**src/include/sspam_pkg.sv**
```systemverilog
// Constants and types for the second serial port with address match
// ============================================================
// Functional notes
// - Two mode bits choose shift, 10-bit variable, 11-bit fixed or 11-bit variable frames.
// - Control bit 7 is upper mode bit or sticky framing error, per selector input.
// - Modes 2/3 with multiprocessor enable: ninth bit 0 never raises receive-complete.
// - Mode 1 with multiprocessor enable: receive-complete needs a valid stop bit.
// - Mode 0 shift clock is clock/12, or clock/4 when multiprocessor enable is set.
// - Receiver works only while receive enable is set; otherwise line is ignored.
// - Modes 2/3 transmit the software ninth bit as ninth data bit.
// - Received ninth bit holds ninth bit (modes 2/3) or stop bit (mode 1).
// - Transmit-complete sets after eighth bit (mode 0) or at stop start; software clears.
// - Receive-complete sets after eighth bit (mode 0) or mid stop bit; software clears.
// - Data address: reads return receive register, writes load transmit buffer.
// - Mask bits at 1 compare slave-address bits; mask bits at 0 are don't-care.
// - An all-zero mask accepts every incoming address.
// - Transmit activity is high during a frame, cleared when transmit-complete sets.
// - Receive activity is high during a frame, cleared when receive-complete sets.
package sspam_pkg;
    // ============================================================
    // Register addresses on the special-function bus
    localparam logic [7:0] ADDR_SLAVE = 8'hAA;
    localparam logic [7:0] ADDR_MASK = 8'hBA;
    localparam logic [7:0] ADDR_CONTROL = 8'hC0;
    localparam logic [7:0] ADDR_DATA = 8'hC1;
    localparam logic [7:0] REG_RESET = 8'h00;
    // ============================================================
    // Control register bit positions
    localparam int CTL_UPPER_MODE = 7;
    localparam int CTL_LOWER_MODE = 6;
    localparam int CTL_MP_EN = 5;
    localparam int CTL_RX_EN = 4;
    localparam int CTL_TX_NINTH = 3;
    localparam int CTL_RX_NINTH = 2;
    localparam int CTL_TX_DONE = 1;
    localparam int CTL_RX_DONE = 0;
    // ============================================================
    // Timing: sixteen sub-ticks per async bit, sampled at the centre
    localparam logic [3:0] SUB_LAST = 4'hF;
    localparam logic [3:0] SAMPLE_POINT = 4'h7;
    localparam logic [1:0] M2_DIV_SLOW = 2'h3;
    localparam logic [1:0] M2_DIV_FAST = 2'h1;
    localparam logic [3:0] M0_LAST_SLOW = 4'hB;
    localparam logic [3:0] M0_LAST_FAST = 4'h3;
    localparam logic [3:0] M0_HALF_SLOW = 4'h6;
    localparam logic [3:0] M0_HALF_FAST = 4'h2;
    localparam logic [3:0] LAST_BIT_SHORT = 4'h9;
    localparam logic [3:0] LAST_BIT_LONG = 4'hA;
    localparam logic [3:0] SYNC_LAST = 4'h7;
    // ============================================================
    // Modes and engine states
    typedef enum logic [1:0] {MODE_SHIFT, MODE_VAR8, MODE_FIX9, MODE_VAR9} sspam_mode_t;
    typedef enum logic [1:0] {TX_IDLE, TX_ASYNC, TX_SYNC} sspam_tx_t;
    typedef enum logic [1:0] {RX_IDLE, RX_ASYNC, RX_SYNC} sspam_rx_t;
endpackage : sspam_pkg

```
**src/logic/sspam_core.sv**
```systemverilog
// Second serial port: register file, transmitter, receiver, address match
`timescale 1ns/1ps
module sspam_core
    import sspam_pkg::*;
(
    input wire logic clk_sys,
    input wire logic rst_n,
    input wire logic [7:0] sfrAddr,
    input wire logic sfrWr,
    input wire logic sfrRd,
    input wire logic [7:0] sfrWdata,
    output logic [7:0] sfrRdata,
    input wire logic frameErrSel,
    input wire logic doubleRate,
    input wire logic baudTick,
    input wire logic rxdIn,
    output logic rxdOut,
    output logic rxdOe,
    output logic txdOut,
    output logic txActive,
    output logic rxActive
);
    typedef struct packed {
        logic [7:0] ctl;
        logic frameErr;
        logic [7:0] mask;
        logic [7:0] slave;
        logic [7:0] rxData;
        logic [7:0] rdata;
        sspam_tx_t tx;
        logic [10:0] txShift;
        logic [3:0] txCnt;
        logic [3:0] txSub;
        logic txAct;
        sspam_rx_t rx;
        logic [8:0] rxShift;
        logic [3:0] rxCnt;
        logic [3:0] rxSub;
        logic rxAct;
        logic rxPrev;
        logic [1:0] subDiv;
        logic [3:0] syncDiv;
        logic txdLine;
    } sspam_state_t;

    sspam_state_t s;
    sspam_state_t next_s;
    sspam_mode_t mode;
    logic nineBit;
    logic subTick;
    logic rxFinish;
    logic stopBit;
    logic ninthBit;
    logic addrOk;
    logic accept;
    logic txStopEntry;
    logic [7:0] rxWord;
    logic [3:0] lastBit;
    logic [3:0] syncLast;
    logic [3:0] syncHalf;

    // ============================================================
    // Outputs straight from state flops
    assign sfrRdata = s.rdata;
    assign txdOut = s.txdLine;
    assign rxdOut = s.txShift[0];
    assign rxdOe = (s.tx == TX_SYNC);
    assign txActive = s.txAct;
    assign rxActive = s.rxAct;

    // ============================================================
    // Next-state logic for the whole port
    always_comb
    begin
        next_s = s;
        mode = sspam_mode_t'({s.ctl[CTL_UPPER_MODE], s.ctl[CTL_LOWER_MODE]});
        nineBit = (mode == MODE_FIX9) || (mode == MODE_VAR9);
        lastBit = nineBit ? LAST_BIT_LONG : LAST_BIT_SHORT;
        // Mode 2 divides the system clock; modes 1 and 3 follow the timer tick
        subTick = (mode == MODE_FIX9) ? (s.subDiv == (doubleRate ? M2_DIV_FAST : M2_DIV_SLOW))
                                      : baudTick;
        next_s.subDiv = subTick ? 2'h0 : s.subDiv + 2'h1;
        syncLast = s.ctl[CTL_MP_EN] ? M0_LAST_FAST : M0_LAST_SLOW;
        syncHalf = s.ctl[CTL_MP_EN] ? M0_HALF_FAST : M0_HALF_SLOW;
        rxFinish = 1'b0;
        stopBit = rxdIn;
        ninthBit = nineBit ? s.rxShift[8] : rxdIn;
        rxWord = nineBit ? s.rxShift[7:0] : s.rxShift[8:1];
        addrOk = ((rxWord ^ s.slave) & s.mask) == 8'h00;
        accept = 1'b0;
        txStopEntry = 1'b0;
        next_s.rxPrev = rxdIn;

        // Bus read: data address returns the receive register only
        unique case (sfrAddr)
            ADDR_SLAVE: next_s.rdata = s.slave;
            ADDR_MASK: next_s.rdata = s.mask;
            ADDR_CONTROL: next_s.rdata = {frameErrSel ? s.frameErr : s.ctl[CTL_UPPER_MODE], s.ctl[6:0]};
            ADDR_DATA: next_s.rdata = s.rxData;
            default: next_s.rdata = REG_RESET;
        endcase
        if (!sfrRd)
        begin
            next_s.rdata = s.rdata;
        end

        // Bus writes come first so that hardware sets below win
        if (sfrWr && sfrAddr == ADDR_SLAVE)
        begin
            next_s.slave = sfrWdata;
        end
        if (sfrWr && sfrAddr == ADDR_MASK)
        begin
            next_s.mask = sfrWdata;
        end
        if (sfrWr && sfrAddr == ADDR_CONTROL)
        begin
            next_s.ctl[6:0] = sfrWdata[6:0];
            if (frameErrSel)
                next_s.frameErr = sfrWdata[7];
            else
                next_s.ctl[CTL_UPPER_MODE] = sfrWdata[7];
        end

        // Transmitter; a write while it is busy or while a mode 0 reception runs is dropped
        unique case (s.tx)
            TX_IDLE:
            begin
                if (sfrWr && sfrAddr == ADDR_DATA && s.rx != RX_SYNC)
                begin
                    next_s.txCnt = 4'h0;
                    next_s.txSub = 4'h0;
                    next_s.syncDiv = 4'h0;
                    next_s.txAct = 1'b1;
                    if (mode == MODE_SHIFT)
                    begin
                        next_s.tx = TX_SYNC;
                        next_s.txShift = {3'b111, sfrWdata};
                    end
                    else
                    begin
                        next_s.tx = TX_ASYNC;
                        next_s.txShift = {1'b1, nineBit ? s.ctl[CTL_TX_NINTH] : 1'b1, sfrWdata, 1'b0};
                    end
                end
            end
            TX_ASYNC:
            begin
                if (subTick)
                begin
                    next_s.txSub = s.txSub + 4'h1;
                    if (s.txSub == SUB_LAST)
                    begin
                        next_s.txShift = {1'b1, s.txShift[10:1]};
                        next_s.txCnt = s.txCnt + 4'h1;
                        if (s.txCnt + 4'h1 == lastBit)
                        begin
                            // Flag rises as the stop bit starts
                            txStopEntry = 1'b1;
                            next_s.ctl[CTL_TX_DONE] = 1'b1;
                            next_s.txAct = 1'b0;
                        end
                        if (s.txCnt == lastBit)
                        begin
                            next_s.tx = TX_IDLE;
                        end
                    end
                end
            end
            TX_SYNC:
            begin
                next_s.syncDiv = s.syncDiv + 4'h1;
                if (s.syncDiv == syncLast)
                begin
                    next_s.syncDiv = 4'h0;
                    next_s.txShift = {1'b1, s.txShift[10:1]};
                    next_s.txCnt = s.txCnt + 4'h1;
                    if (s.txCnt == SYNC_LAST)
                    begin
                        next_s.tx = TX_IDLE;
                        next_s.ctl[CTL_TX_DONE] = 1'b1;
                        next_s.txAct = 1'b0;
                    end
                end
            end
            default: next_s.tx = TX_IDLE;
        endcase

        // Receiver
        unique case (s.rx)
            RX_IDLE:
            begin
                next_s.rxCnt = 4'h0;
                next_s.rxSub = 4'h0;
                if (s.ctl[CTL_RX_EN])
                begin
                    if (mode != MODE_SHIFT && s.rxPrev && !rxdIn)
                    begin
                        next_s.rx = RX_ASYNC;
                        next_s.rxAct = 1'b1;
                    end
                    else if (mode == MODE_SHIFT && !s.ctl[CTL_RX_DONE] && s.tx == TX_IDLE)
                    begin
                        next_s.rx = RX_SYNC;
                        next_s.syncDiv = 4'h0;
                        next_s.rxAct = 1'b1;
                    end
                end
            end
            RX_ASYNC:
            begin
                if (subTick)
                begin
                    next_s.rxSub = s.rxSub + 4'h1;
                    if (s.rxSub == SAMPLE_POINT)
                    begin
                        next_s.rxCnt = s.rxCnt + 4'h1;
                        if (s.rxCnt == 4'h0 && rxdIn)
                        begin
                            // Glitch, not a start bit
                            next_s.rx = RX_IDLE;
                            next_s.rxAct = 1'b0;
                        end
                        else if (s.rxCnt != 4'h0 && s.rxCnt < lastBit)
                        begin
                            next_s.rxShift = {rxdIn, s.rxShift[8:1]};
                        end
                        else if (s.rxCnt == lastBit)
                        begin
                            rxFinish = 1'b1;
                        end
                    end
                end
                if (rxFinish)
                begin
                    // Mid stop bit: filter, then load and flag
                    accept = !s.ctl[CTL_RX_DONE] && (!s.ctl[CTL_MP_EN] ||
                             (nineBit ? (ninthBit && addrOk) : stopBit));
                    next_s.rx = RX_IDLE;
                    next_s.rxAct = 1'b0;
                    if (!stopBit)
                        next_s.frameErr = 1'b1;
                    if (accept)
                    begin
                        next_s.rxData = rxWord;
                        next_s.ctl[CTL_RX_NINTH] = ninthBit;
                        next_s.ctl[CTL_RX_DONE] = 1'b1;
                    end
                end
            end
            RX_SYNC:
            begin
                next_s.syncDiv = s.syncDiv + 4'h1;
                if (s.syncDiv == syncHalf)
                    next_s.rxShift = {rxdIn, s.rxShift[8:1]};
                if (s.syncDiv == syncLast)
                begin
                    next_s.syncDiv = 4'h0;
                    next_s.rxCnt = s.rxCnt + 4'h1;
                    if (s.rxCnt == SYNC_LAST)
                    begin
                        next_s.rx = RX_IDLE;
                        next_s.rxData = s.rxShift[8:1];
                        next_s.ctl[CTL_RX_DONE] = 1'b1;
                        next_s.rxAct = 1'b0;
                    end
                end
            end
            default: next_s.rx = RX_IDLE;
        endcase
        // Abort any reception as soon as enable drops
        if (!s.ctl[CTL_RX_EN] && s.rx != RX_IDLE && !rxFinish)
        begin
            next_s.rx = RX_IDLE;
            next_s.rxAct = 1'b0;
        end

        // Transmit pin: shift clock in mode 0, frame bits otherwise
        if (next_s.tx == TX_SYNC || next_s.rx == RX_SYNC)
            next_s.txdLine = (next_s.syncDiv >= syncHalf);
        else if (next_s.tx == TX_ASYNC)
            next_s.txdLine = next_s.txShift[0];
        else
            next_s.txdLine = 1'b1;
    end

    // ============================================================
    // State register
    always_ff @(posedge clk_sys)
    begin
        if (!rst_n)
        begin
            s <= '0;
            s.tx <= TX_IDLE;
            s.rx <= RX_IDLE;
            s.rxPrev <= 1'b1;
            s.txdLine <= 1'b1;
            s.txShift <= 11'h7FF;
        end
        else
        begin
            s <= next_s;
        end
    end
endmodule : sspam_core

```
**config.mk**
```make
export PLATFORM = sky130hd
export DESIGN_NAME = sspam_core
export DESIGN_NICKNAME = d
export VERILOG_FILES = /design/src/include/sspam_pkg.sv /design/src/logic/sspam_core.sv
export SDC_FILE = /design/constraint.sdc
export NUM_CORES = 1
export LEC_CHECK = 0
export ABC_CLOCK_PERIOD_IN_PS = 3100
export BUFFER_PORTS_ARGS = -buffer_cell sky130_fd_sc_hd__buf_2
export CORE_UTILIZATION = 44
export CTS_BUF_LIST = sky130_fd_sc_hd__clkbuf_4 sky130_fd_sc_hd__clkbuf_8
export DETAILED_ROUTE_END_ITERATION = 7
export GPL_TIMING_DRIVEN = 0
export PLACE_DENSITY_LB_ADDON = 0.1
export SLEW_MARGIN = 20
export SYNTH_ARGS = -nofsm -noshare
export SYNTH_HDL_FRONTEND = slang
export SYNTH_SLANG_ARGS = --single-unit
```
**constraint.sdc**
```tcl
create_clock -name clk_sys -period 3.1 [get_ports clk_sys]
set_input_delay 0.31 -clock clk_sys [delete_from_list [all_inputs] [get_ports clk_sys]]
set_output_delay 0.31 -clock clk_sys [all_outputs]
set_load 0.005 [all_outputs]
```
==> results of run 1 <==
## cell usage after synthesis (5+ instances only)
| cell type | count |
|---|---|
| sky130_fd_sc_hd__dfxtp_1 | 91 |
| sky130_fd_sc_hd__mux2i_1 | 59 |
| sky130_fd_sc_hd__nor2_1 | 56 |
| sky130_fd_sc_hd__nand2_1 | 47 |
| sky130_fd_sc_hd__a21oi_1 | 43 |
| sky130_fd_sc_hd__o21ai_0 | 38 |
| sky130_fd_sc_hd__inv_1 | 23 |
| sky130_fd_sc_hd__clkbuf_1 | 21 |
| sky130_fd_sc_hd__nand3_1 | 19 |
| sky130_fd_sc_hd__ha_1 | 18 |
| sky130_fd_sc_hd__xnor2_1 | 14 |
| sky130_fd_sc_hd__and3_1 | 12 |
| sky130_fd_sc_hd__nand2b_1 | 11 |
| sky130_fd_sc_hd__o211ai_1 | 11 |
| sky130_fd_sc_hd__nor3_1 | 10 |
| sky130_fd_sc_hd__o221ai_1 | 10 |
| sky130_fd_sc_hd__a211o_1 | 9 |
| sky130_fd_sc_hd__buf_2 | 9 |
| sky130_fd_sc_hd__buf_4 | 9 |
| sky130_fd_sc_hd__or4b_1 | 9 |
| sky130_fd_sc_hd__a31oi_1 | 7 |
| sky130_fd_sc_hd__xor2_1 | 7 |
| sky130_fd_sc_hd__nor3b_1 | 6 |
| sky130_fd_sc_hd__a211oi_1 | 5 |
| sky130_fd_sc_hd__a21o_1 | 5 |
| sky130_fd_sc_hd__and3b_1 | 5 |
## registers in the layout, summed over array words and instances, names as in the netlist
register and flops:
txActive 1, s 77, txdOut 1, mode 2, rxdOut 1, sfrRdata 8
rxActive 1
## through the flow
| stage | setup TNS, ns | setup slack (ns) | cells | util |
|---|---|---|---|---|
| 6_report | 0 | 0.1168 | 820 | 0.5155 |
| 5_1_grt | -0.005548 | -0.005548 | 820 | 0.5155 |
| 4_1_cts | 0 | 0.02743 | 818 | 0.5111 |
| 3_5_place_dp | -0.2285 | -0.2285 | 802 | 0.4890 |
| 3_3_place_gp | -0.2249 | -0.2249 | 802 | 0.4890 |
| 2_1_floorplan | 0 | 0.2576 | 623 | - |
## cell type report
cell class	instances	area [um^2]
plain buffers	39	201.4
clock buffers	11	138.9
clock inverters	4	98.84
fillers	1153	5627
inverters	24	90.09
multi-input cells	468	3242
flip-flops and latches	91	1827
well taps	143	178.9
repair buffers	40	210.2
## cells by family (layout without fill, tap and decap cells)
kind of cell / after synthesis / count (layout) / share of synthesized area
DFF: 91 / 91 / 0.3424
AOI/OAI and AO/OA: 163 / 163 / 0.2060
buffers and inverters: 64 / 118 / 0.05503
and+or+nand+nor: 206 / 206 / 0.2065
adders and majority gates: 18 / 18 / 0.04233
xor gates and xnor gates: 21 / 21 / 0.03457
muxes: 60 / 60 / 0.1131
## worst min-delay path, cell delays in order
cell and delay, ns:
sky130_fd_sc_hd__buf_2 0.13, sky130_fd_sc_hd__nand2_1 0.07, sky130_fd_sc_hd__a21oi_1 0.05
## metal layers
layer / vias up / track usage
li1: 2370 / -
met1: 2403 / 0.3305
met2: 130 / 0.4199
met3: 20 / 0.05444
met4: 0 / 0.06489
met5: - / 0
## repair_timing
item | 4_1_cts | 5_1_grt
gates resized for setup | 7 | 9
setup endpoints to repair | 1 | 1
hold endpoints to repair | 0 | 0
gates cloned | 0 | 0
pin swaps | 0 | 2
buffers inserted | 1 | 3
## final timing paths
| path | from | end | slack (ns) | cells after the start |
|---|---|---|---|---|
| min | sfrWdata[3] | s[86]$_SDFFE_PN0P_ | 0.22 | 3 |
| min reg2reg | s[43]$_SDFFE_PN1P_ | s[43]$_SDFFE_PN1P_ | 0.46 | 1 |
| max reg2reg | s[26]$_SDFF_PN0_ | txdOut$_SDFF_PN1_ | 0.12 | 12 |
| max | s[26]$_SDFF_PN0_ | txdOut$_SDFF_PN1_ | 0.12 | 12 |
## power by group through the flow
stage	clock [uW]	combinational [uW]	sequential, uW
6_report	991	137	1180
2_1_floorplan	0	72.1	1210
5_1_grt	1060	149	1180
3_5_place_dp	0	135	1210
4_1_cts	1010	136	1180
3_3_place_gp	0	133	1210
## placed cells by master (no fill, tap or decap), types with 4 or more instances in the layout
| cell | n |
|---|---|
| sky130_fd_sc_hd__o211ai_1 | 11 |
| sky130_fd_sc_hd__xor2_1 | 7 |
| sky130_fd_sc_hd__buf_2 | 44 |
| sky130_fd_sc_hd__mux2i_1 | 59 |
| sky130_fd_sc_hd__nand2b_1 | 11 |
| sky130_fd_sc_hd__a21oi_1 | 43 |
| sky130_fd_sc_hd__and2_1 | 4 |
| sky130_fd_sc_hd__dfxtp_1 | 89 |
| sky130_fd_sc_hd__a31oi_1 | 7 |
| sky130_fd_sc_hd__xnor2_1 | 14 |
| sky130_fd_sc_hd__a211oi_1 | 4 |
| sky130_fd_sc_hd__o21ai_0 | 37 |
| sky130_fd_sc_hd__nand3_1 | 19 |
| sky130_fd_sc_hd__nor2_1 | 55 |
| sky130_fd_sc_hd__clkbuf_8 | 9 |
| sky130_fd_sc_hd__a21o_1 | 5 |
| sky130_fd_sc_hd__nor3_1 | 10 |
| sky130_fd_sc_hd__nand3b_1 | 4 |
| sky130_fd_sc_hd__inv_1 | 22 |
| sky130_fd_sc_hd__nand2_1 | 46 |
| sky130_fd_sc_hd__buf_4 | 14 |
| sky130_fd_sc_hd__nand4_1 | 4 |
| sky130_fd_sc_hd__or4b_1 | 9 |
| sky130_fd_sc_hd__o221ai_1 | 10 |
| sky130_fd_sc_hd__ha_1 | 16 |
| sky130_fd_sc_hd__clkbuf_1 | 20 |
| sky130_fd_sc_hd__nor3b_1 | 6 |
| sky130_fd_sc_hd__and3_1 | 12 |
| sky130_fd_sc_hd__nand4b_1 | 4 |
| sky130_fd_sc_hd__a211o_1 | 9 |
==> insert_results.sql, run 1 <==
INSERT INTO impl_metrics (metric_group, metric, value, unit) VALUES
('sta', 'post-route-min-period', '2.983', 'ns'),
('critical_path', 'max_stage_delay', '0.39', 'ns'),
('floorplanning', 'ioPinCount', '37', ''),
('route', 'route.detailed.wl_per_inst', '18.77', 'um'),
('global_routing', 'maximum_number_of_pins_on_one_net_before_global_route_repair', '15', ''),
('finish', 'area_growth', '12.54', '%'),
('route', 'vias_per_cell', '6.004', ''),
('power_and_ir_drop', 'overall_power_consumption', '2310', 'uW'),
('clock_network', 'tritoncts', 'built', ''),
('critical_path', 'worstSetupPathType', 'register to register', ''),
('placed_design', 'dpl_cell_area', '5679', 'um^2'),
('floorplanning', 'die_x', '112.0', 'um'),
('clock_network', 'clock_slew_at_reported_path_ffs', '0.10', 'ns'),
('placed_design', 'gp_congestion', '0.9000', ''),
('finish', 'diodes', '0', ''),
('synthesis', 'avg_synthesized_cell_area', '8.539', 'um^2'),
('finish', 'cell_area_after_layout', '5987', 'um^2'),
('sta', 'finalHoldWorstSlack', '0.2236', 'ns'),
('sta', 'timing_hold_violations_final', '0', ''),
('critical_path', 'crit_path_end_kind', 'register', ''),
('floorplanning', 'placement_rows', '39', ''),
('min_path', 'min-delay-path-class', 'primary input to register', ''),
('floorplanning', 'core', '11610', 'um^2'),
('synthesis', 'mappedNetlistArea', '5320', 'um^2'),
('run', 'maximum_capacitance_violations', '0', ''),
('floorplanning', 'design.die.area', '12540', 'um^2'),
('sta', 'timing.slew.headroom', '0.3736', ''),
('synthesis', 'post_synth_main_area_contributors', 'sky130_fd_sc_hd__dfxtp_1, sky130_fd_sc_hd__mux2i_1, sky130_fd_sc_hd__ha_1, sky130_fd_sc_hd__a21oi_1, sky130_fd_sc_hd__nor2_1', ''),
('global_routing', 'grt_overflow', '0', ''),
('sta', 'final.period_utilization', '0.9623', ''),
('power_and_ir_drop', 'power.internal', '1779', 'uW'),
('finish', 'layout-drive-gt1-share', '0.1448', ''),
('global_routing', 'number_of_global_route_vias_before_repair', '4577', ''),
('global_routing', 'antenna_found_initial', '0', ''),
('critical_path', 'cp_num_buf_inv', '1', ''),
('critical_path', 'timing.critical_path.max_delay_family', 'compound AO/OA/AOI/OAI gates', ''),
('clock_network', 'worst_skew_pair.late_latency', '0.39', 'ns'),
('power_and_ir_drop', 'clock_power_share', '0.429', ''),
('route', 'drt-total-wl', '15390', 'um'),
('critical_path', 'crit_path_cell_trace', 'inv_1, ha_1, and3b_2, nand4_1, and3b_2, o21bai_1, o2bb2ai_1, ha_1, a21o_1, a211o_1, a211oi_2, a22oi_2', ''),
('global_routing', 'grt_first_pass_wirelength', '24270', 'um'),
('outcome', 'violations', 'design-rule violations', ''),
('route', 'met3_wirelength', '795', 'um'),
('critical_path', 'crit_path_top_delay_cell', 'sky130_fd_sc_hd__dfxtp_4', ''),
('clock_network', 'cts_htree_levels', '3', ''),
('synthesis', 'synth_enable_flop_cells', '0', ''),
('route', 'drtIter0Drc', '392', ''),
('sta', 'finalMaxSlewViolations', '0', ''),
('outcome', 'outcome', 'finished, violations left', ''),
('power_and_ir_drop', 'power.density', '385.9', 'nW/um^2'),
('clock_network', 'holdBufCountCts', '0', ''),
('synthesis', 'netlist_instances', '623', ''),
('global_routing', 'grtUsageTotal', '0.2520', ''),
('floorplanning', 'fp.dieH', '112.0', 'um'),
('sta', 'fin_worst_skew', '0.01142', 'ns'),
('power_and_ir_drop', 'p_comb_frac', '0.059', ''),
('synthesis', 'synth_top_area_frac', '0.3424', ''),
('power_and_ir_drop', 'ir_drop', '0.2794', 'mV'),
('route', 'drt_pass1_iterations', '7', ''),
('synthesis', 'mappedNetlistNets', '665', ''),
('route', 'antenna_left', '0', ''),
('critical_path', 'worstSetupStartpointType', 'register', ''),
('route', 'drc', '2', ''),
('clock_network', 'cts_max_path_buffers', '2', ''),
('synthesis', 'yosysWarnings', '0', ''),
('power_and_ir_drop', 'p_leak', '0.002467', 'uW'),
('synthesis', 'synth-seq-area-share', '0.3424', ''),
('sta', 'tightestPinTransition', '0.9352', 'ns'),
('placed_design', 'dp_hpwl', '11590', 'um'),
('placed_design', 'io_buffers', '36', ''),
('route', 'wl_met1', '7035', 'um');
No activity file was read; power rests on OpenSTA's default activity.
==> run 2: changes to the inputs <==
CTS_BUF_LIST = sky130_fd_sc_hd__clkbuf_8   (was sky130_fd_sc_hd__clkbuf_4 sky130_fd_sc_hd__clkbuf_8)
==> insert_results.sql, run 2 (same netlist as run 1, synthesis figures left out) <==
INSERT INTO impl_metrics (metric_group, metric, value, unit) VALUES
('finish', 'final_net_count', '715', ''),
('critical_path', 'rr_endpoint', 'txdOut$_SDFF_PN1_', ''),
('power_and_ir_drop', 'clock_power_share', '0.425', ''),
('power_and_ir_drop', 'p_leak', '0.002468', 'uW'),
('clock_network', 'cts_htree_levels', '3', ''),
('clock_network', 'cts_sinks', '91', ''),
('route', 'drt_pass1_iterations', '7', ''),
('floorplanning', 'initial_core_util', '0.4581', ''),
('finish', 'layout.cells.most_common', 'sky130_fd_sc_hd__dfxtp_1', ''),
('clock_network', 'tritoncts', 'built', ''),
('power_and_ir_drop', 'total_switching_power', '538.0', 'uW'),
('power_and_ir_drop', 'ir_drop', '0.3745', 'mV'),
('route', 'route.detailed.wl_per_inst', '18.78', 'um'),
('global_routing', 'grtUsageTotal', '0.2531', ''),
('power_and_ir_drop', 'overall_power_consumption', '2293', 'uW'),
('finish', 'area_growth', '12.39', '%'),
('critical_path', 'startpoint_of_the_lowest_slack_register_to_register_path', 's[26]$_SDFF_PN0_', ''),
('sta', 'fin_worst_skew', '0.01063', 'ns'),
('placed_design', 'gp_congestion', '0.9000', ''),
('sta', 'finalMaxSlewViolations', '0', ''),
('route', 'drt-total-wl', '15400', 'um'),
('global_routing', 'grt_first_pass_wirelength', '24290', 'um'),
('global_routing', 'antenna_found_initial', '0', ''),
('power_and_ir_drop', 'sequentialPowerShare', '0.515', ''),
('floorplanning', 'placement_rows', '39', ''),
('critical_path', 'cp_max_fo', '6', ''),
('floorplanning', 'die_x', '112.0', 'um'),
('sta', 'setup_viol_count_final', '0', ''),
('sta', 'timing.slew.headroom', '0.4094', ''),
('critical_path', 'critical_path.startpoint', 's[26]$_SDFF_PN0_', ''),
('clock_network', 'worst_skew_pair.late_latency', '0.39', 'ns'),
('placed_design', 'dp_hpwl', '11590', 'um'),
('floorplanning', 'core', '11610', 'um^2'),
('floorplanning', 'ioPinCount', '37', ''),
('route', 'drtIter0Drc', '363', ''),
('outcome', 'outcome', 'finished, violations left', ''),
('power_and_ir_drop', 'p_comb_frac', '0.060', ''),
('clock_network', 'total_clock_buffers_created_by_cts', '9', ''),
('finish', 'diodes', '0', ''),
('clock_network', 'cts_max_path_buffers', '2', ''),
('min_path', 'min-delay-path-class', 'primary input to register', ''),
('route', 'vias_per_cell', '5.950', ''),
('sta', 'final.period_utilization', '0.9624', ''),
('route', 'antenna_left', '0', ''),
('route', 'drc', '2', ''),
('sta', 'timing_hold_violations_final', '0', ''),
('sta', 'post-route-min-period', '2.983', 'ns'),
('sta', 'tightestPinTransition', '0.8818', 'ns'),
('run', 'maximum_capacitance_violations', '0', ''),
('sta', 'finalHoldWorstSlack', '0.2243', 'ns'),
('power_and_ir_drop', 'power.internal', '1755', 'uW'),
('critical_path', 'critical_path.endpoint', 'txdOut$_SDFF_PN1_', ''),
('clock_network', 'clock_slew_at_reported_path_ffs', '0.10', 'ns'),
('critical_path', 'worstSetupStartpointType', 'register', ''),
('critical_path', 'worstSetupPathType', 'register to register', ''),
('floorplanning', 'design.die.area', '12540', 'um^2'),
('clock_network', 'cts_root_buf', 'sky130_fd_sc_hd__clkbuf_8', ''),
('sta', 'fmax', '0.3352', 'GHz'),
('floorplanning', 'fp.dieH', '112.0', 'um'),
('finish', 'largest_reg_flops', '77', ''),
('global_routing', 'maximum_number_of_pins_on_one_net_before_global_route_repair', '15', ''),
('power_and_ir_drop', 'power_switching_share', '0.2346', ''),
('finish', 'layout.cells.most_common_list', 'sky130_fd_sc_hd__dfxtp_1, sky130_fd_sc_hd__mux2i_1, sky130_fd_sc_hd__nor2_1', ''),
('finish', 'registers.top_by_ff_count', 's', ''),
('outcome', 'violations', 'design-rule violations', ''),
('critical_path', 'setup.reg_to_reg.worst_slack', '0.12', 'ns'),
('global_routing', 'number_of_global_route_vias_before_repair', '4585', ''),
('critical_path', 'crit_path_end_kind', 'register', ''),
('critical_path', 'arrival', '3.24', 'ns'),
('global_routing', 'grt_overflow', '0', ''),
('placed_design', 'io_buffers', '36', ''),
('power_and_ir_drop', 'power.density', '383.5', 'nW/um^2'),
('critical_path', 'worst_r2r_path_depth', '12', ''),
('route', 'num_vias', '4879', ''),
('critical_path', 'critical_path_required', '3.36', 'ns'),
('finish', 'layout-drive-gt1-share', '0.1418', '');
-- run 2: changes by cell type in the layout (fill, tap and decap cells not counted), sizes merged --
cell    change
clkbuf      -2
inv         +2
-- run 2: per-stage QoR --
step | area (um^2) | std cells | setup TNS, ns | setup slack, ns | util
after floorplan | 5320 | 623 | 0 | 0.2576 | -
after global placement | 5679 | 802 | -0.2249 | -0.2249 | 0.4890
after detailed placement | 5679 | 802 | -0.2285 | -0.2285 | 0.4890
after CTS | 5928 | 818 | 0 | 0.02743 | 0.5105
after global routing | 5979 | 820 | -0.005560 | -0.005560 | 0.5149
final | 5979 | 820 | 0 | 0.1165 | 0.5149
-- run 2: timing repair --
item / 4_1_cts / 5_1_grt
resized for setup: 7 / 9
setup buffers: 1 / 3
pin swaps: 0 / 2
hold buffers: 0 / 0
setup endpoints to repair: 1 / 1
-- run 2: power groups by stage --
stage | logic [uW] | registers (uW) | clock network (uW)
after floorplan | 72.1 | 1210 | 0
after global placement | 133 | 1210 | 0
after detailed placement | 135 | 1210 | 0
after CTS | 136 | 1180 | 989
after global routing | 149 | 1180 | 1040
final | 138 | 1180 | 974
-- run 2: worst min-delay path by stage --
stage	cells after the start	slack, ns	to	start
floorplan	1	0.41	s[7]$_SDFF_PN1_	rxdIn
global placement	1	0.44	s[43]$_SDFFE_PN1P_	s[43]$_SDFFE_PN1P_
detailed placement	1	0.44	s[43]$_SDFFE_PN1P_	s[43]$_SDFFE_PN1P_
CTS	3	0.21	mode[0]$_SDFFE_PN0P_	sfrWdata[6]
global route	3	0.21	s[86]$_SDFFE_PN0P_	sfrWdata[3]
finish	3	0.22	s[86]$_SDFFE_PN0P_	sfrWdata[3]
-- run 2: layer usage --
metal	wire [um]	GRT usage
met1	7082	0.3312
met2	7310	0.4195
met3	780	0.05770
met4	225	0.06756
met5	0	0
-- run 2: layout make-up --
type	count	area, um^2
buffer	39	201.4
clock buffer	9	123.9
clock inverter	6	106.4
fill	1153	5634
inverter	24	90.09
multi-input combinational	468	3242
sequential	91	1827
tap	143	178.9
timing repair buffer	40	210.2
-- run 2: worst max-delay path, cell delays in order, from the launching register on --
cell,delay (ns)
sky130_fd_sc_hd__dfxtp_4,0.38
sky130_fd_sc_hd__inv_1,0.06
sky130_fd_sc_hd__ha_1,0.24
sky130_fd_sc_hd__and3b_2,0.30
sky130_fd_sc_hd__nand4_1,0.16
sky130_fd_sc_hd__and3b_2,0.29
sky130_fd_sc_hd__o21bai_1,0.16
sky130_fd_sc_hd__o2bb2ai_1,0.15
sky130_fd_sc_hd__ha_1,0.31
sky130_fd_sc_hd__a21o_1,0.19
sky130_fd_sc_hd__a211o_1,0.30
sky130_fd_sc_hd__a211oi_2,0.20
sky130_fd_sc_hd__a22oi_2,0.12
==> run 3: changes to the inputs <==
ABC_AREA = 1   (was unset)
==> insert_results.sql, run 3 <==
INSERT INTO impl_metrics (metric_group, metric, value, unit) VALUES
('global_routing', 'number_of_global_route_vias_before_repair', '4981', ''),
('clock_network', 'post_cts_resize_count', '0', ''),
('clock_network', 'holdBufCountCts', '0', ''),
('route', 'drt_pass1_iterations', '6', ''),
('global_routing', 'grt_first_pass_wirelength', '25270', 'um'),
('synthesis', 'synth_most_common_cell', 'sky130_fd_sc_hd__nand2_1', ''),
('clock_network', 'tritoncts', 'built', ''),
('placed_design', 'dp_hpwl', '12170', 'um'),
('route', 'drtIter0Drc', '458', ''),
('power_and_ir_drop', 'power.density', '337.6', 'nW/um^2'),
('clock_network', 'cts_sinks', '91', ''),
('critical_path', 'worstSetupStartpointType', 'register', ''),
('finish', 'diodes', '0', ''),
('power_and_ir_drop', 'p_leak', '0.002592', 'uW'),
('synthesis', 'synth_enable_flop_cells', '0', ''),
('critical_path', 'cp_max_fo', '8', ''),
('sta', 'tightestPinTransition', '0.7461', 'ns'),
('sta', 'timing.slew.headroom', '0.5026', ''),
('sta', 'post-route-min-period', '2.531', 'ns'),
('placed_design', 'gp_congestion', '0.8711', ''),
('finish', 'multiInputGateArea', '3094', 'um^2'),
('floorplanning', 'core', '12160', 'um^2'),
('synthesis', 'yosysWarnings', '0', ''),
('sta', 'finalMaxSlewViolations', '0', ''),
('finish', 'layout-drive-gt1-share', '0.1410', ''),
('synthesis', 'post_synth_main_area_contributors', 'sky130_fd_sc_hd__dfxtp_1, sky130_fd_sc_hd__nand2_1, sky130_fd_sc_hd__a21oi_1, sky130_fd_sc_hd__inv_1, sky130_fd_sc_hd__nor2_1', ''),
('floorplanning', 'fp.dieH', '114.2', 'um'),
('synthesis', 'postSynth.topFlopCell', 'sky130_fd_sc_hd__dfxtp_1', ''),
('global_routing', 'maximum_number_of_pins_on_one_net_before_global_route_repair', '16', ''),
('clock_network', 'cts_max_path_buffers', '2', ''),
('run', 'maximum_capacitance_violations', '0', ''),
('synthesis', 'ys_ff_latch', '91', ''),
('global_routing', 'grtUsageMet2', '0.4077', ''),
('finish', 'register_area', '1822', 'um^2'),
('outcome', 'outcome', 'finished, final reports clean', ''),
('critical_path', 'worstSetupPathType', 'register to register', ''),
('finish', 'post_layout_nonfiller_instances', '1026', ''),
('floorplanning', 'ioPinCount', '37', ''),
('sta', 'finalHoldWorstSlack', '0.2557', 'ns'),
('finish', 'layout.cells.most_common', 'sky130_fd_sc_hd__nand2_1', ''),
('global_routing', 'antenna_found_initial', '0', ''),
('clock_network', 'total_clock_buffers_created_by_cts', '9', ''),
('global_routing', 'grtUsageTotal', '0.2524', ''),
('finish', 'fillers', '1286', ''),
('placed_design', 'io_buffers', '36', ''),
('clock_network', 'cts_post_setup_buffers_inserted', '0', ''),
('clock_network', 'clock_slew_at_reported_path_ffs', '0.09', 'ns'),
('finish', 'largest_reg_flops', '77', ''),
('floorplanning', 'die_x', '114.2', 'um'),
('placed_design', 'place_inst', '1010', ''),
('sta', 'fin_worst_skew', '0.01043', 'ns'),
('floorplanning', 'design.die.area', '13040', 'um^2'),
('finish', 'registers.top_by_ff_count', 's', ''),
('synthesis', 'synth-seq-area-share', '0.3290', ''),
('floorplanning', 'initial_core_util', '0.4552', ''),
('sta', 'setup_viol_count_final', '0', ''),
('floorplanning', 'placement_rows', '40', ''),
('global_routing', 'gr-usage-met1', '0.3442', ''),
('synthesis', 'yosysUniqueCellTypes', '48', ''),
('clock_network', 'cts_htree_levels', '3', ''),
('synthesis', 'yosys-top-cells-count', 'sky130_fd_sc_hd__nand2_1, sky130_fd_sc_hd__inv_1, sky130_fd_sc_hd__dfxtp_1', ''),
('global_routing', 'global_route.usage.met3', '0.03176', ''),
('route', 'route.detailed.wl_per_inst', '15.54', 'um'),
('power_and_ir_drop', 'ir_drop', '0.1739', 'mV'),
('route', 'num_vias', '5425', ''),
('critical_path', 'crit_path_end_kind', 'register', ''),
('sta', 'setup-tns-final', '0', 'ns'),
('clock_network', 'worst_skew_pair.late_latency', '0.39', 'ns'),
('clock_network', 'cts_root_buf', 'sky130_fd_sc_hd__clkbuf_8', ''),
('sta', 'final.period_utilization', '0.8164', ''),
('synthesis', 'synthDominantAreaCellType', 'sky130_fd_sc_hd__dfxtp_1', ''),
('route', 'drc', '0', ''),
('route', 'drt-total-wl', '15940', 'um'),
('synthesis', 'synth-async-reset-ratio', '0', ''),
('sta', 'setup_repair_after_global_routing_missed_its_margin', 'no', ''),
('power_and_ir_drop', 'overall_power_consumption', '2061', 'uW'),
('route', 'antenna_left', '0', ''),
('critical_path', 'arrival', '2.78', 'ns'),
('synthesis', 'mappedNetlistNets', '848', ''),
('synthesis', 'avg_synthesized_cell_area', '6.869', 'um^2'),
('synthesis', 'mappedNetlistArea', '5537', 'um^2'),
('min_path', 'min-delay-path-class', 'primary input to register', ''),
('synthesis', 'synth_top_area_frac', '0.3290', ''),
('finish', 'layout.cells.most_common_list', 'sky130_fd_sc_hd__nand2_1, sky130_fd_sc_hd__inv_1, sky130_fd_sc_hd__dfxtp_1', ''),
('critical_path', 'critical_path_required', '3.35', 'ns'),
('route', 'vias_per_cell', '5.288', ''),
('synthesis', 'netlist_instances', '806', ''),
('global_routing', 'grt_overflow', '0', ''),
('sta', 'fmax', '0.3951', 'GHz'),
('finish', 'area_growth', '10.28', '%'),
('sta', 'timing_hold_violations_final', '0', ''),
('finish', 'final_net_count', '895', ''),
('global_routing', 'layer_with_the_highest_usage_after_global_routing', 'met2', '');
[run 3: cell type report]
type / count / share of cell area
clock buffer: 10 / 0.02254
multi-input combinational: 581 / 0.5068
tap: 168 / 0.03443
sequential: 91 / 0.2984
buffer: 37 / 0.04119
inverter: 97 / 0.06045
timing repair buffer: 36 / 0.02951
clock inverter: 6 / 0.006762
[run 3: report_power, final]
| part | total, uW | switching [uW] | internal (uW) |
|---|---|---|---|
| Clock | 771 | 460 | 312 |
| Sequential | 1180 | 3.67 | 1170 |
| Combinational | 113 | 81.5 | 31.8 |
| Total | 2060 | 545 | 1520 |
[run 3: metrics by stage]
step             util  setup WS, ns  instance area (um^2)
2_1_floorplan       -        0.9691                  5537
3_5_place_dp   0.4873        0.5978                  5927
4_1_cts        0.5021        0.5703                  6106
5_1_grt        0.5021        0.3284                  6106
3_3_place_gp   0.4873        0.6144                  5927
6_report       0.5021        0.5691                  6106
[run 3: cell families after synthesis]
family	after synthesis	synth area share
AO/OA/AOI/OAI	189	0.1993
multiplexers	5	0.009040
AND/OR/NAND/NOR	361	0.2972
buffers and inverters	134	0.1121
adder cells (fa/ha/maj)	18	0.04068
XOR/XNOR	8	0.01266
flip-flops	91	0.3290
[run 3: path summary, 6_finish.rpt]
check	cells after the start	to	slack (ns)	start
setup reg to reg	14	txdOut$_SDFF_PN1_	0.57	s[26]$_SDFF_PN0_
hold reg to reg	2	sfrRdata[3]$_SDFFE_PN0P_	0.47	sfrRdata[3]$_SDFFE_PN0P_
hold / removal	3	sfrRdata[7]$_SDFFE_PN0P_	0.26	sfrRd
setup / recovery	14	txdOut$_SDFF_PN1_	0.57	s[26]$_SDFF_PN0_
[run 3: critical path, stage by stage, from the launching register on]
cell                      delay [ns]
sky130_fd_sc_hd__dfxtp_1        0.42
sky130_fd_sc_hd__inv_1          0.10
sky130_fd_sc_hd__ha_1           0.20
sky130_fd_sc_hd__buf_2          0.19
sky130_fd_sc_hd__nor2_1         0.19
sky130_fd_sc_hd__nand3_2        0.18
sky130_fd_sc_hd__nand2_2        0.15
sky130_fd_sc_hd__o21ai_0        0.17
sky130_fd_sc_hd__a21oi_1        0.16
sky130_fd_sc_hd__o21ai_0        0.11
sky130_fd_sc_hd__ha_1           0.29
sky130_fd_sc_hd__nand2_1        0.06
sky130_fd_sc_hd__nand2_1        0.05
sky130_fd_sc_hd__nand2_1        0.06
sky130_fd_sc_hd__nand3_1        0.07
[run 3: layer usage]
metal  vias up  wire (um)
met5         -          0
met4         0        358
met3        23        857
met2       191       7044
met1      2459       7679
li1       2752          -
